`src/verilog/fieldbus_diag_pkg.sv`:
```
// Package with register map, field layouts, codes and carrier structs of the state/diag block
package fieldbus_diag_pkg;
  // --------
  // Register map
  // --------
  localparam int ADDR_W = 16;
  localparam logic [ADDR_W-1:0] IDX_STATE_REQUEST = 16'h2000;
  localparam logic [ADDR_W-1:0] IDX_STATE_SUMMARY = 16'h2001;
  localparam logic [ADDR_W-1:0] ADDR_STATE_REQUEST = 16'(IDX_STATE_REQUEST * 4);
  localparam logic [ADDR_W-1:0] ADDR_STATE_SUMMARY = 16'(IDX_STATE_SUMMARY * 4);
  localparam logic [ADDR_W-1:0] ADDR_HISTORY_FLAGS = 16'h0000;
  localparam logic [ADDR_W-1:0] ADDR_DIAG_STATUS = 16'h0004;
  localparam logic [ADDR_W-1:0] ADDR_IRQ_STATUS = 16'h0008;
  localparam logic [ADDR_W-1:0] ADDR_IRQ_MASK = 16'h000C;
  localparam logic [ADDR_W-1:0] ADDR_MSG_BASE = 16'h0400;
  // --------
  // Master state codes
  // --------
  localparam logic [3:0] MS_INVALID = 4'h0;
  localparam logic [3:0] MS_INIT = 4'h1;
  localparam logic [3:0] MS_PREOP = 4'h2;
  localparam logic [3:0] MS_BOOT = 4'h3;
  localparam logic [3:0] MS_SAFEOP = 4'h4;
  localparam logic [3:0] MS_OP = 4'h8;
  localparam logic [31:0] STATE_REQUEST_RESET = 32'h0000_0001;
  // --------
  // Summary word bit positions
  // --------
  localparam int SUM_MASTER_OK = 0;
  localparam int SUM_STATE_LSB = 4;
  localparam int SUM_SLAVES_IN_REQ = 8;
  localparam int SUM_MASTER_IN_REQ = 9;
  localparam int SUM_SCAN_MATCH = 10;
  localparam int SUM_CLOCK_ENABLED = 12;
  localparam int SUM_CLOCK_LOCKED = 13;
  localparam int SUM_CLOCK_BUSY = 14;
  localparam int SUM_LINK_UP = 16;
  // --------
  // History flags, interrupt bits
  // --------
  localparam int HF_EMERGENCY = 0;
  localparam int HF_NO_INFO = 1;
  localparam int HF_NO_WARNING = 2;
  localparam int HF_NO_ERROR = 3;
  localparam logic [3:0] HISTORY_FLAGS_RESET = 4'h0;
  localparam int IRQ_STATE_REACHED = 0;
  localparam int IRQ_MSG_STORED = 1;
  localparam int IRQ_MSG_REJECTED = 2;
  localparam int IRQ_MSG_SUPPRESSED = 3;
  localparam int IRQ_W = 4;
  // --------
  // Stored message layout (byte offsets and field codes)
  // --------
  localparam int MSG_BYTE_CODE = 0;
  localparam int MSG_BYTE_FLAGS = 4;
  localparam int MSG_BYTE_TEXT = 6;
  localparam int MSG_BYTE_TIME = 8;
  localparam int MSG_BYTE_PFLAGS = 16;
  localparam int MSG_BYTE_PDATA = 18;
  localparam int MSG_WORDS = 8;
  localparam logic [3:0] CODE_CLASS_EMERGENCY = 4'hE;
  localparam logic [15:0] CODE_HIGH_RESERVED_LO = 16'h0000;
  localparam logic [15:0] CODE_HIGH_RESERVED_HI = 16'hFFFF;
  localparam logic [3:0] SEV_INFO = 4'h0;
  localparam logic [3:0] SEV_WARNING = 4'h1;
  localparam logic [3:0] SEV_ERROR = 4'h2;
  localparam logic [3:0] PK_TYPED = 4'h0;
  localparam logic [3:0] PK_BYTES = 4'h1;
  localparam logic [3:0] PK_ASCII = 4'h2;
  localparam logic [3:0] PK_WIDE = 4'h3;
  localparam logic [3:0] PK_TEXTREF = 4'h4;
  // --------
  // Carriers
  // --------
  typedef struct packed {
    logic [3:0] currentState;
    logic slavesInReqState;
    logic busScanMatch;
    logic clockSyncEnabled;
    logic clockSyncLocked;
    logic clockSyncBusy;
  } master_status_s;
  typedef struct packed {
    logic [31:0] code;
    logic [3:0] severity;
    logic [15:0] textReference;
    logic [15:0] paramFlags;
    logic [79:0] paramData;
  } diag_msg_s;
endpackage

```
`src/verilog/diag_msg_ram.sv`:
```
// Simple dual-port message memory with registered read data
`timescale 1ns/1ps
`default_nettype none
module diag_msg_ram #(
  parameter int DEPTH = 64,
  parameter int AW = 6
) (
  // Clock
  input wire logic clock,
  // Write port
  input wire logic wrEn,
  input wire logic [AW-1:0] wrAddr,
  input wire logic [31:0] wrData,
  // Read port
  input wire logic rdEn,
  input wire logic [AW-1:0] rdAddr,
  output logic [31:0] rdData
);
  logic [31:0] mem [DEPTH];

  always_ff @(posedge clock)
  begin
    if (wrEn)
    begin
      mem[wrAddr] <= wrData;
    end
  end

  always_ff @(posedge clock)
  begin
    if (rdEn)
    begin
      rdData <= mem[rdAddr];
    end
  end
endmodule
`default_nettype wire

```
`src/verilog/fieldbus_master_state_diag.sv`:
```
// Master state request/summary registers and diagnosis message store behind AXI4-Lite
`timescale 1ns/1ps
`default_nettype none
// Overview of operation
// - Request register holds legal master state codes
// - Summary bit0 is master healthy; reserved zero
// - Summary bits 4-7 show current master state
// - Bits 8,9,10: slaves, master, scan match
// - Bits 12-14 clock sync, bit16 link up
// - Master OK needs topology, operational, sync locked if enabled
// - Message starts with code; reserved codes refused
// - Flags at byte 4 carry severity 0-2
// - Text reference at byte 6, zero none
// - Timestamp at byte 8, parameters from 16
// - Parameter kind in flag bits 12-15 checked
// - History flags suppress storing; bit0 emergency
module fieldbus_master_state_diag
  import fieldbus_diag_pkg::*;
#(
  parameter int MSG_SLOTS = 8,
  parameter int SLOT_W = 3
) (
  // Clock and reset
  input wire logic clock,
  input wire logic reset_n,
  // AXI4-Lite write address and data
  input wire logic [fieldbus_diag_pkg::ADDR_W-1:0] s_axi_awaddr,
  input wire logic s_axi_awvalid,
  output logic s_axi_awready,
  input wire logic [31:0] s_axi_wdata,
  input wire logic [3:0] s_axi_wstrb,
  input wire logic s_axi_wvalid,
  output logic s_axi_wready,
  output logic [1:0] s_axi_bresp,
  output logic s_axi_bvalid,
  input wire logic s_axi_bready,
  // AXI4-Lite read
  input wire logic [fieldbus_diag_pkg::ADDR_W-1:0] s_axi_araddr,
  input wire logic s_axi_arvalid,
  output logic s_axi_arready,
  output logic [31:0] s_axi_rdata,
  output logic [1:0] s_axi_rresp,
  output logic s_axi_rvalid,
  input wire logic s_axi_rready,
  // Master engine side
  input wire fieldbus_diag_pkg::master_status_s masterStatus,
  input wire logic linkUpPin,
  output logic [3:0] requestedState,
  // Diagnosis message input
  input wire fieldbus_diag_pkg::diag_msg_s diagMsg,
  input wire logic diagMsgValid,
  output logic diagMsgReady,
  input wire logic [63:0] clockSyncTimeNs,
  // Outputs to system
  output logic emergencyPulse,
  output logic irq
);
  localparam int MEM_AW = SLOT_W + 3;
  localparam logic [1:0] RESP_OKAY = 2'h0;
  localparam logic [1:0] RESP_SLVERR = 2'h2;

  typedef enum logic [1:0] {RD_IDLE, RD_MEM, RD_RESP} rd_state_e;
  typedef enum logic {ST_IDLE, ST_WRITE} store_state_e;

  // --------
  // Helpers
  // --------
  function automatic logic isStateCode(input logic [31:0] v);
    return v == {28'h0, MS_INVALID} || v == {28'h0, MS_INIT} || v == {28'h0, MS_PREOP}
      || v == {28'h0, MS_BOOT} || v == {28'h0, MS_SAFEOP} || v == {28'h0, MS_OP};
  endfunction

  function automatic logic isMsgAddr(input logic [ADDR_W-1:0] a);
    return a >= ADDR_MSG_BASE && a < ADDR_MSG_BASE + 16'(MSG_SLOTS * MSG_WORDS * 4);
  endfunction

  // Byte-enable merge: enabled bytes take the write data, the others keep the old value
  function automatic logic [31:0] mergeBytes(input logic [31:0] old, input logic [31:0] d,
                                             input logic [3:0] s);
    logic [31:0] r;
    r = old;
    for (int i = 0; i < 4; i++)
    begin
      if (s[i])
      begin
        r[8*i +: 8] = d[8*i +: 8];
      end
    end
    return r;
  endfunction

  // --------
  // Link-up pin synchroniser
  // --------
  logic linkMeta_r;
  logic linkUp_r;

  always_ff @(posedge clock or negedge reset_n)
  begin
    if (!reset_n)
    begin
      linkMeta_r <= 1'b0;
      linkUp_r <= 1'b0;
    end
    else
    begin
      linkMeta_r <= linkUpPin;
      linkUp_r <= linkMeta_r;
    end
  end

  // --------
  // AXI write channel
  // --------
  logic awHeld_r;
  logic wHeld_r;
  logic [ADDR_W-1:0] awAddr_r;
  logic [31:0] wData_r;
  logic [3:0] wStrb_r;
  logic doWrite;
  logic [31:0] stateRequest_r;
  logic [3:0] historyFlags_r;
  logic [IRQ_W-1:0] irqMask_r;
  logic [31:0] reqMerged;
  logic wrOk;

  assign s_axi_awready = !awHeld_r && !s_axi_bvalid;
  assign s_axi_wready = !wHeld_r && !s_axi_bvalid;
  assign doWrite = awHeld_r && wHeld_r && !s_axi_bvalid;
  assign reqMerged = mergeBytes(stateRequest_r, wData_r, wStrb_r);

  always_comb
  begin
    unique case (awAddr_r)
      ADDR_STATE_REQUEST: wrOk = isStateCode(reqMerged);
      ADDR_HISTORY_FLAGS: wrOk = 1'b1;
      ADDR_IRQ_MASK: wrOk = 1'b1;
      default: wrOk = 1'b0;
    endcase
  end

  always_ff @(posedge clock or negedge reset_n)
  begin
    if (!reset_n)
    begin
      awHeld_r <= 1'b0;
      wHeld_r <= 1'b0;
      awAddr_r <= '0;
      wData_r <= '0;
      wStrb_r <= '0;
      s_axi_bvalid <= 1'b0;
      s_axi_bresp <= RESP_OKAY;
    end
    else
    begin
      if (s_axi_awvalid && s_axi_awready)
      begin
        awHeld_r <= 1'b1;
        awAddr_r <= s_axi_awaddr;
      end
      if (s_axi_wvalid && s_axi_wready)
      begin
        wHeld_r <= 1'b1;
        wData_r <= s_axi_wdata;
        wStrb_r <= s_axi_wstrb;
      end
      if (doWrite)
      begin
        awHeld_r <= 1'b0;
        wHeld_r <= 1'b0;
        s_axi_bvalid <= 1'b1;
        s_axi_bresp <= wrOk ? RESP_OKAY : RESP_SLVERR;
      end
      else if (s_axi_bvalid && s_axi_bready)
      begin
        s_axi_bvalid <= 1'b0;
      end
    end
  end

  // --------
  // Software-written registers
  // --------
  // Illegal state codes are refused so the engine only ever sees a valid target
  always_ff @(posedge clock or negedge reset_n)
  begin
    if (!reset_n)
    begin
      stateRequest_r <= STATE_REQUEST_RESET;
      historyFlags_r <= HISTORY_FLAGS_RESET;
      irqMask_r <= '0;
    end
    else if (doWrite && wrOk)
    begin
      if (awAddr_r == ADDR_STATE_REQUEST)
      begin
        stateRequest_r <= reqMerged;
      end
      if (awAddr_r == ADDR_HISTORY_FLAGS && wStrb_r[0])
      begin
        historyFlags_r <= wData_r[3:0];
      end
      if (awAddr_r == ADDR_IRQ_MASK && wStrb_r[0])
      begin
        irqMask_r <= wData_r[IRQ_W-1:0];
      end
    end
  end

  assign requestedState = stateRequest_r[3:0];

  // --------
  // State summary
  // --------
  logic masterInReq;
  logic masterOk;
  logic reqPending_r;
  logic [31:0] summary;

  // Compared live, so a new request drops the flag in the same cycle it lands
  assign masterInReq = masterStatus.currentState == requestedState;
  assign masterOk = masterStatus.busScanMatch && masterStatus.currentState == MS_OP
    && masterStatus.slavesInReqState && requestedState == MS_OP
    && (!masterStatus.clockSyncEnabled || masterStatus.clockSyncLocked);

  always_comb
  begin
    summary = '0;
    summary[SUM_MASTER_OK] = masterOk;
    summary[SUM_STATE_LSB +: 4] = masterStatus.currentState;
    summary[SUM_SLAVES_IN_REQ] = masterStatus.slavesInReqState;
    summary[SUM_MASTER_IN_REQ] = masterInReq;
    summary[SUM_SCAN_MATCH] = masterStatus.busScanMatch;
    summary[SUM_CLOCK_ENABLED] = masterStatus.clockSyncEnabled;
    summary[SUM_CLOCK_LOCKED] = masterStatus.clockSyncLocked;
    summary[SUM_CLOCK_BUSY] = masterStatus.clockSyncBusy;
    summary[SUM_LINK_UP] = linkUp_r;
  end

  always_ff @(posedge clock or negedge reset_n)
  begin
    if (!reset_n)
    begin
      reqPending_r <= 1'b0;
    end
    else if (doWrite && wrOk && awAddr_r == ADDR_STATE_REQUEST)
    begin
      reqPending_r <= 1'b1;
    end
    else if (reqPending_r && masterInReq)
    begin
      reqPending_r <= 1'b0;
    end
  end

  // --------
  // Diagnosis message store
  // --------
  store_state_e storeState_r;
  diag_msg_s msg_r;
  logic [63:0] stamp_r;
  logic [2:0] wordIdx_r;
  logic [SLOT_W-1:0] newestSlot_r;
  logic [SLOT_W:0] msgCount_r;
  logic msgLegal;
  logic msgMuted;
  logic [31:0] memWrData;
  logic msgTaken;

  assign diagMsgReady = storeState_r == ST_IDLE;
  assign msgTaken = diagMsgValid && diagMsgReady;

  always_comb
  begin
    msgLegal = diagMsg.code[31:16] != CODE_HIGH_RESERVED_LO
      && diagMsg.code[31:16] != CODE_HIGH_RESERVED_HI;
    msgLegal = msgLegal && diagMsg.severity <= SEV_ERROR;
    unique case (diagMsg.paramFlags[15:12])
      PK_TYPED, PK_BYTES, PK_ASCII, PK_WIDE: msgLegal = msgLegal;
      PK_TEXTREF: msgLegal = msgLegal && diagMsg.paramFlags[11:0] == 12'h000;
      default: msgLegal = 1'b0;
    endcase
    unique case (diagMsg.severity)
      SEV_INFO: msgMuted = historyFlags_r[HF_NO_INFO];
      SEV_WARNING: msgMuted = historyFlags_r[HF_NO_WARNING];
      default: msgMuted = historyFlags_r[HF_NO_ERROR];
    endcase
  end

  // Word layout: code | flags,text | time lo | time hi | pflags,data | data...
  always_comb
  begin
    unique case (wordIdx_r)
      3'(MSG_BYTE_CODE / 4): memWrData = msg_r.code;
      3'(MSG_BYTE_FLAGS / 4): memWrData = {msg_r.textReference, 12'h000, msg_r.severity};
      3'(MSG_BYTE_TIME / 4): memWrData = stamp_r[31:0];
      3'(MSG_BYTE_TIME / 4 + 1): memWrData = stamp_r[63:32];
      3'(MSG_BYTE_PFLAGS / 4): memWrData = {msg_r.paramData[15:0], msg_r.paramFlags};
      3'(MSG_BYTE_PDATA / 4 + 1): memWrData = msg_r.paramData[47:16];
      3'(MSG_BYTE_PDATA / 4 + 2): memWrData = msg_r.paramData[79:48];
      default: memWrData = 32'h0000_0000;
    endcase
  end

  always_ff @(posedge clock or negedge reset_n)
  begin
    if (!reset_n)
    begin
      storeState_r <= ST_IDLE;
      msg_r <= '0;
      stamp_r <= '0;
      wordIdx_r <= '0;
      newestSlot_r <= '1;
      msgCount_r <= '0;
    end
    else
    begin
      unique case (storeState_r)
        ST_IDLE:
        begin
          if (msgTaken && msgLegal && !msgMuted)
          begin
            msg_r <= diagMsg;
            stamp_r <= clockSyncTimeNs;
            wordIdx_r <= '0;
            newestSlot_r <= newestSlot_r + 1'b1;
            storeState_r <= ST_WRITE;
          end
        end
        ST_WRITE:
        begin
          wordIdx_r <= wordIdx_r + 1'b1;
          if (wordIdx_r == 3'(MSG_WORDS - 1))
          begin
            storeState_r <= ST_IDLE;
            if (msgCount_r != (SLOT_W + 1)'(MSG_SLOTS))
            begin
              msgCount_r <= msgCount_r + 1'b1;
            end
          end
        end
      endcase
    end
  end

  // Emergency copy goes out only for emergency-class codes when enabled
  always_ff @(posedge clock or negedge reset_n)
  begin
    if (!reset_n)
    begin
      emergencyPulse <= 1'b0;
    end
    else
    begin
      emergencyPulse <= msgTaken && msgLegal && !msgMuted && historyFlags_r[HF_EMERGENCY]
        && diagMsg.code[15:12] == CODE_CLASS_EMERGENCY;
    end
  end

  // --------
  // AXI read channel
  // --------
  rd_state_e rdState_r;
  logic [ADDR_W-1:0] arAddr_r;
  logic [31:0] memRdData;
  logic [31:0] regRdData;
  logic regRdOk;
  logic arTake;
  logic irqRead;

  assign s_axi_arready = rdState_r == RD_IDLE;
  assign arTake = s_axi_arvalid && s_axi_arready;
  assign irqRead = arTake && s_axi_araddr == ADDR_IRQ_STATUS;

  logic [IRQ_W-1:0] irqStatus_r;

  always_comb
  begin
    regRdOk = 1'b1;
    unique case (s_axi_araddr)
      ADDR_STATE_REQUEST: regRdData = stateRequest_r;
      ADDR_STATE_SUMMARY: regRdData = summary;
      ADDR_HISTORY_FLAGS: regRdData = {28'h0, historyFlags_r};
      ADDR_DIAG_STATUS: regRdData = {16'h0, 8'(msgCount_r), 8'(newestSlot_r)};
      ADDR_IRQ_STATUS: regRdData = {28'h0, irqStatus_r};
      ADDR_IRQ_MASK: regRdData = {28'h0, irqMask_r};
      default:
      begin
        regRdData = 32'h0000_0000;
        regRdOk = 1'b0;
      end
    endcase
  end

  diag_msg_ram #(
    .DEPTH(MSG_SLOTS * MSG_WORDS),
    .AW(MEM_AW)
  ) u_ram (
    .clock(clock),
    .wrEn(storeState_r == ST_WRITE),
    .wrAddr({newestSlot_r, wordIdx_r}),
    .wrData(memWrData),
    .rdEn(arTake),
    .rdAddr(s_axi_araddr[MEM_AW+1:2]),
    .rdData(memRdData)
  );

  // Message window reads cost one extra cycle for the registered memory
  always_ff @(posedge clock or negedge reset_n)
  begin
    if (!reset_n)
    begin
      rdState_r <= RD_IDLE;
      arAddr_r <= '0;
      s_axi_rvalid <= 1'b0;
      s_axi_rdata <= '0;
      s_axi_rresp <= RESP_OKAY;
    end
    else
    begin
      unique case (rdState_r)
        RD_IDLE:
        begin
          if (arTake)
          begin
            arAddr_r <= s_axi_araddr;
            if (isMsgAddr(s_axi_araddr))
            begin
              rdState_r <= RD_MEM;
            end
            else
            begin
              s_axi_rdata <= regRdData;
              s_axi_rresp <= regRdOk ? RESP_OKAY : RESP_SLVERR;
              s_axi_rvalid <= 1'b1;
              rdState_r <= RD_RESP;
            end
          end
        end
        RD_MEM:
        begin
          s_axi_rdata <= memRdData;
          s_axi_rresp <= RESP_OKAY;
          s_axi_rvalid <= 1'b1;
          rdState_r <= RD_RESP;
        end
        RD_RESP:
        begin
          if (s_axi_rready)
          begin
            s_axi_rvalid <= 1'b0;
            rdState_r <= RD_IDLE;
          end
        end
        default: rdState_r <= RD_IDLE;
      endcase
    end
  end

  // --------
  // Interrupts: sticky events, cleared by reading, set wins
  // --------
  logic [IRQ_W-1:0] irqEvents;

  always_comb
  begin
    irqEvents = '0;
    irqEvents[IRQ_STATE_REACHED] = reqPending_r && masterInReq;
    irqEvents[IRQ_MSG_STORED] = msgTaken && msgLegal && !msgMuted;
    irqEvents[IRQ_MSG_REJECTED] = msgTaken && !msgLegal;
    irqEvents[IRQ_MSG_SUPPRESSED] = msgTaken && msgLegal && msgMuted;
  end

  always_ff @(posedge clock or negedge reset_n)
  begin
    if (!reset_n)
    begin
      irqStatus_r <= '0;
    end
    else
    begin
      irqStatus_r <= (irqRead ? '0 : irqStatus_r) | irqEvents;
    end
  end

  assign irq = |(irqStatus_r & irqMask_r);
endmodule
`default_nettype wire

```
`config.mk`:
```
export PLATFORM = sky130hd
export DESIGN_NAME = fieldbus_master_state_diag
export DESIGN_NICKNAME = d
export VERILOG_FILES = /design/src/verilog/fieldbus_diag_pkg.sv /design/src/verilog/diag_msg_ram.sv /design/src/verilog/fieldbus_master_state_diag.sv
export SDC_FILE = /design/constraint.sdc
export NUM_CORES = 2
export LEC_CHECK = 0
export BUFFER_PORTS_ARGS = -buffer_cell sky130_fd_sc_hd__buf_4
export CORE_AREA = 5 5 443 445
export DETAILED_ROUTE_END_ITERATION = 6
export DIE_AREA = 0 0 448 450
export HOLD_SLACK_MARGIN = 0.02
export PLACE_DENSITY = 0.69
export SKIP_CTS_REPAIR_TIMING = 1
export SYNTH_ARGS = -nofsm -noshare
export SYNTH_HDL_FRONTEND = slang
export SYNTH_HIERARCHICAL = 1
export SYNTH_SLANG_ARGS = --single-unit
export TNS_END_PERCENT = 5
```
`constraint.sdc`:
```
create_clock -name clock -period 4.5 [get_ports clock]
set_input_delay 0.675 -clock clock [delete_from_list [all_inputs] [get_ports clock]]
set_output_delay 0.675 -clock clock [all_outputs]
set_load 0.02 [all_outputs]
```
==> flow_summary.yaml <==
final_layout:
  drive_gt1_frac: 0.354
  fin_nets: 5479
  final_cells: 7894
  area_delta_synth_final_pct: 15.8
global_routing:
  grt_use_met2: 0.378
  first_global_vias: 49300
  grt.met1_usage: 0.347
  grt_pass1_wl_mm: 353
  grt_overflow: 0
  grtUsageTotal: 0.243
  busiest_layer: "met2"
  grt_max_degree: 131
  antenna_found_initial: 9
  grtUsageMet3: 0.0536
clocking:
  htreeDepth: 4
  cts_tree: "built"
  clkLatencyLatePin_ns: 0.86
  path_clk_slew_ns: 0.06
  root_buffer: "clkbuf_16"
  cts_buffer_depth: 3
  cts_inserted_buffers: 226
  clock_sinks: 2443
floorplanning:
  chipWidth_um: 448
  ios: 346
  start_util: 0.496
  rows: 161
  die_h_um: 450
  core_um2: 192000
  die-area_um2: 202000
setup_path:
  cp_slowest_cell: "a2111oi_2"
  reg2reg_depth: 7
  crit_path_start_kind: "primary input"
  path_max_fanout: 59
  cp_data_arrival_time_ns: 4.21
  critPathTopFamily: "simple AND/OR/NAND/NOR gates"
  path_class: "in2reg"
  crit_path_end_kind: "register"
  crit_path_max_incr_delay_ns: 0.85
  critical_path_cell_count: 7
  cp_data_required_time_ns: 5.23
  cp_cell_sequence: "buf_4 > nor4_1 > nand4_1 > a2111oi_2 > and3_4 > buf_12 > mux2_2"
  timing.critical_path.buf_inv: 2
synth:
  ys_seq_elements: 2443
  syn_area_um2: 95200
  synth-edff-count: 2080
  ys_warn_count: 6
  synth_top_area_cell: "edfxtp_1"
  synth.most_common_cell: "edfxtp_1"
  synth_cell_types: 73
  syn_avg_cell_area_um2: 20.8
  seq_area_frac_synth: 0.752
  netlist.area_leader.share: 0.656
  synth.area.top_cells: "edfxtp_1 66%, mux4_2 13%, dfrtp_1 9.4%, mux2_2 3.9%, mux2i_1 1.0%"
  syn_inst: 4566
  async_reset_ff_frac: 0.149
  synthFlopType: "edfxtp_1"
  yosys-top-cells-count: "2,080 x edfxtp_1, 547 x mux4_2, 359 x dfrtp_1, 326 x mux2_2, 157 x nor2_1"
placed_design:
  dp_hpwl_mm: 150
  dp_slack_ns: 0.187
  gp_congestion: 0.854
  io_buffers: 343
  placed_cells: 7429
drt:
  drt_pass1_iterations: 6
  avgViaCountPerCell: 6.24
  drc: 0
  routed-via-count: 49200
  drt-wirelength-per-cell_um: 31.3
  drt_iter0_drc: 6349
  route.antenna.remaining_nets: 0
  routed_wl_mm: 247
worst_hold_path:
  holdPathStages: 2
  min_path_type: "in2reg"
sta:
  setup-violations-final: 0
  hold_viol: 0
  skew_ns: 0.0290
  slew_viol_final: 0
  fmax_mhz: 288
  timing.final.ws_setup_ns: 1.03
  grt_setup_unrepaired: "no"
  tightestPinTransition_ns: 1.14
  period_minus_slack_ns: 3.47
  setup_tns_ns: 0
  min_period_over_period: 0.772
  max_slew_margin: 0.236
power:
  peakVddDrop_mv: 0.535
  power_density_nw_per_um2: 552
  p_leak_nw: 37.7
flow_run:
  maxCapViolations: 0
outcome:
  outcome: "finished, final reports clean"
-- worst register-to-register path, delay by kind of cell, from the launching register on --
kind                     cells  cell delay [ns]
AO/OA/AOI/OAI                2             0.75
adder cells (fa/ha/maj)      1             0.23
buffers and inverters        3             0.90
AND/OR/NAND/NOR              1             0.36
flip-flops                   1             0.74
-- metal layers --
layer	routed length (um)	part of all wire
met1	95900	0.39
met2	116000	0.47
met3	26800	0.11
met4	8490	0.034
met5	31	0.00013
-- cell usage in the layout, fill, tap and decap left out, types with 62 or more instances in the layout --
cell type,netlist,final
a21oi_1,88,88
mux4_2,547,547
buf_4,35,548
edfxtp_1,2080,2080
o22ai_1,86,86
mux2i_1,99,99
dfrtp_1,359,358
mux2_2,326,326
clkbuf_16,0,228
clkbuf_1,116,63
nor2_4,0,62
a22oi_1,80,80
nand2_1,101,78
nor2_1,157,94
-- sequential cells by signal, indices dropped and copies added (netlist names), 2 cells and up --
signal / count
u_ram/mem: 2048
msg_r: 148
rdState_r: 2
newestSlot_r: 3
wordIdx_r: 3
stamp_r: 64
awAddr_r: 16
wData_r: 32
s_axi_rdata: 32
historyFlags_r: 4
stateRequest_r: 32
u_ram/rdData: 32
irqMask_r: 4
wStrb_r: 4
msgCount_r: 4
irqStatus_r: 4
-- layout make-up --
| class | count | area (um^2) |
|---|---|---|
| clock inverter | 120 | 1090 |
| tap | 2526 | 3160 |
| inverter | 16 | 60.1 |
| sequential | 2443 | 71600 |
| multi-input combinational | 1840 | 22700 |
| antenna | 5 | 12.5 |
| fill | 13700 | 81500 |
| clock buffer | 299 | 6050 |
| timing repair buffer | 645 | 5630 |
-- logic make-up (layout without fill, tap and decap cells) --
group,Yosys count,in the layout,synth area share
AND/OR/NAND/NOR,444,444,0.0227
buffers and inverters,284,1080,0.0159
other,1,7,0.0000394
AO/OA/AOI/OAI,391,391,0.0277
flip-flops,2443,2443,0.752
adder cells (fa/ha/maj),9,9,0.00118
XOR/XNOR,9,9,0.000828
multiplexers,985,985,0.180
-- worst paths after layout --
kind | startpoint | endpoint | slack (ns)
worst max-delay path | diagMsg[88] | msg_r[129]$_DFFE_PN0P_ | 1.03
worst min-delay path | diagMsg[11] | msg_r[11]$_DFFE_PN0P_ | 0.05
worst max register to register | wordIdx_r[1]$_DFFE_PN0P_ | u_ram/mem[37][0]$_DFFE_PP_ | 1.07
worst min register to register | linkMeta_r$_DFF_PN0_ | linkUp_r$_DFF_PN0_ | 0.35
max in group asynchronous | reset_n | stamp_r[19]$_DFFE_PN0P_ | 2.74
min in group asynchronous | reset_n | msg_r[121]$_DFFE_PN0P_ | 0.38
-- through the flow --
stage	power, mW	instance area, um^2	hold WS [ns]	utilization
floorplan	37.1	95200	0.331	-
global placement	42.2	103000	0.341	0.535
detailed placement	42.8	103000	0.339	0.535
CTS	61.1	110000	-0.221	0.573
global route	62.9	110000	0.0201	0.575
finish	60.9	110000	0.0473	0.575
-- power breakdown --
part           internal, mW  leakage (nW)  switching [mW]  total [mW]
clock                  10.3          3.49            8.22        18.5
combinational          3.09          10.6            8.02        11.1
sequential             30.5          23.7           0.804        31.3
No activity file was read; power rests on OpenSTA's default activity.
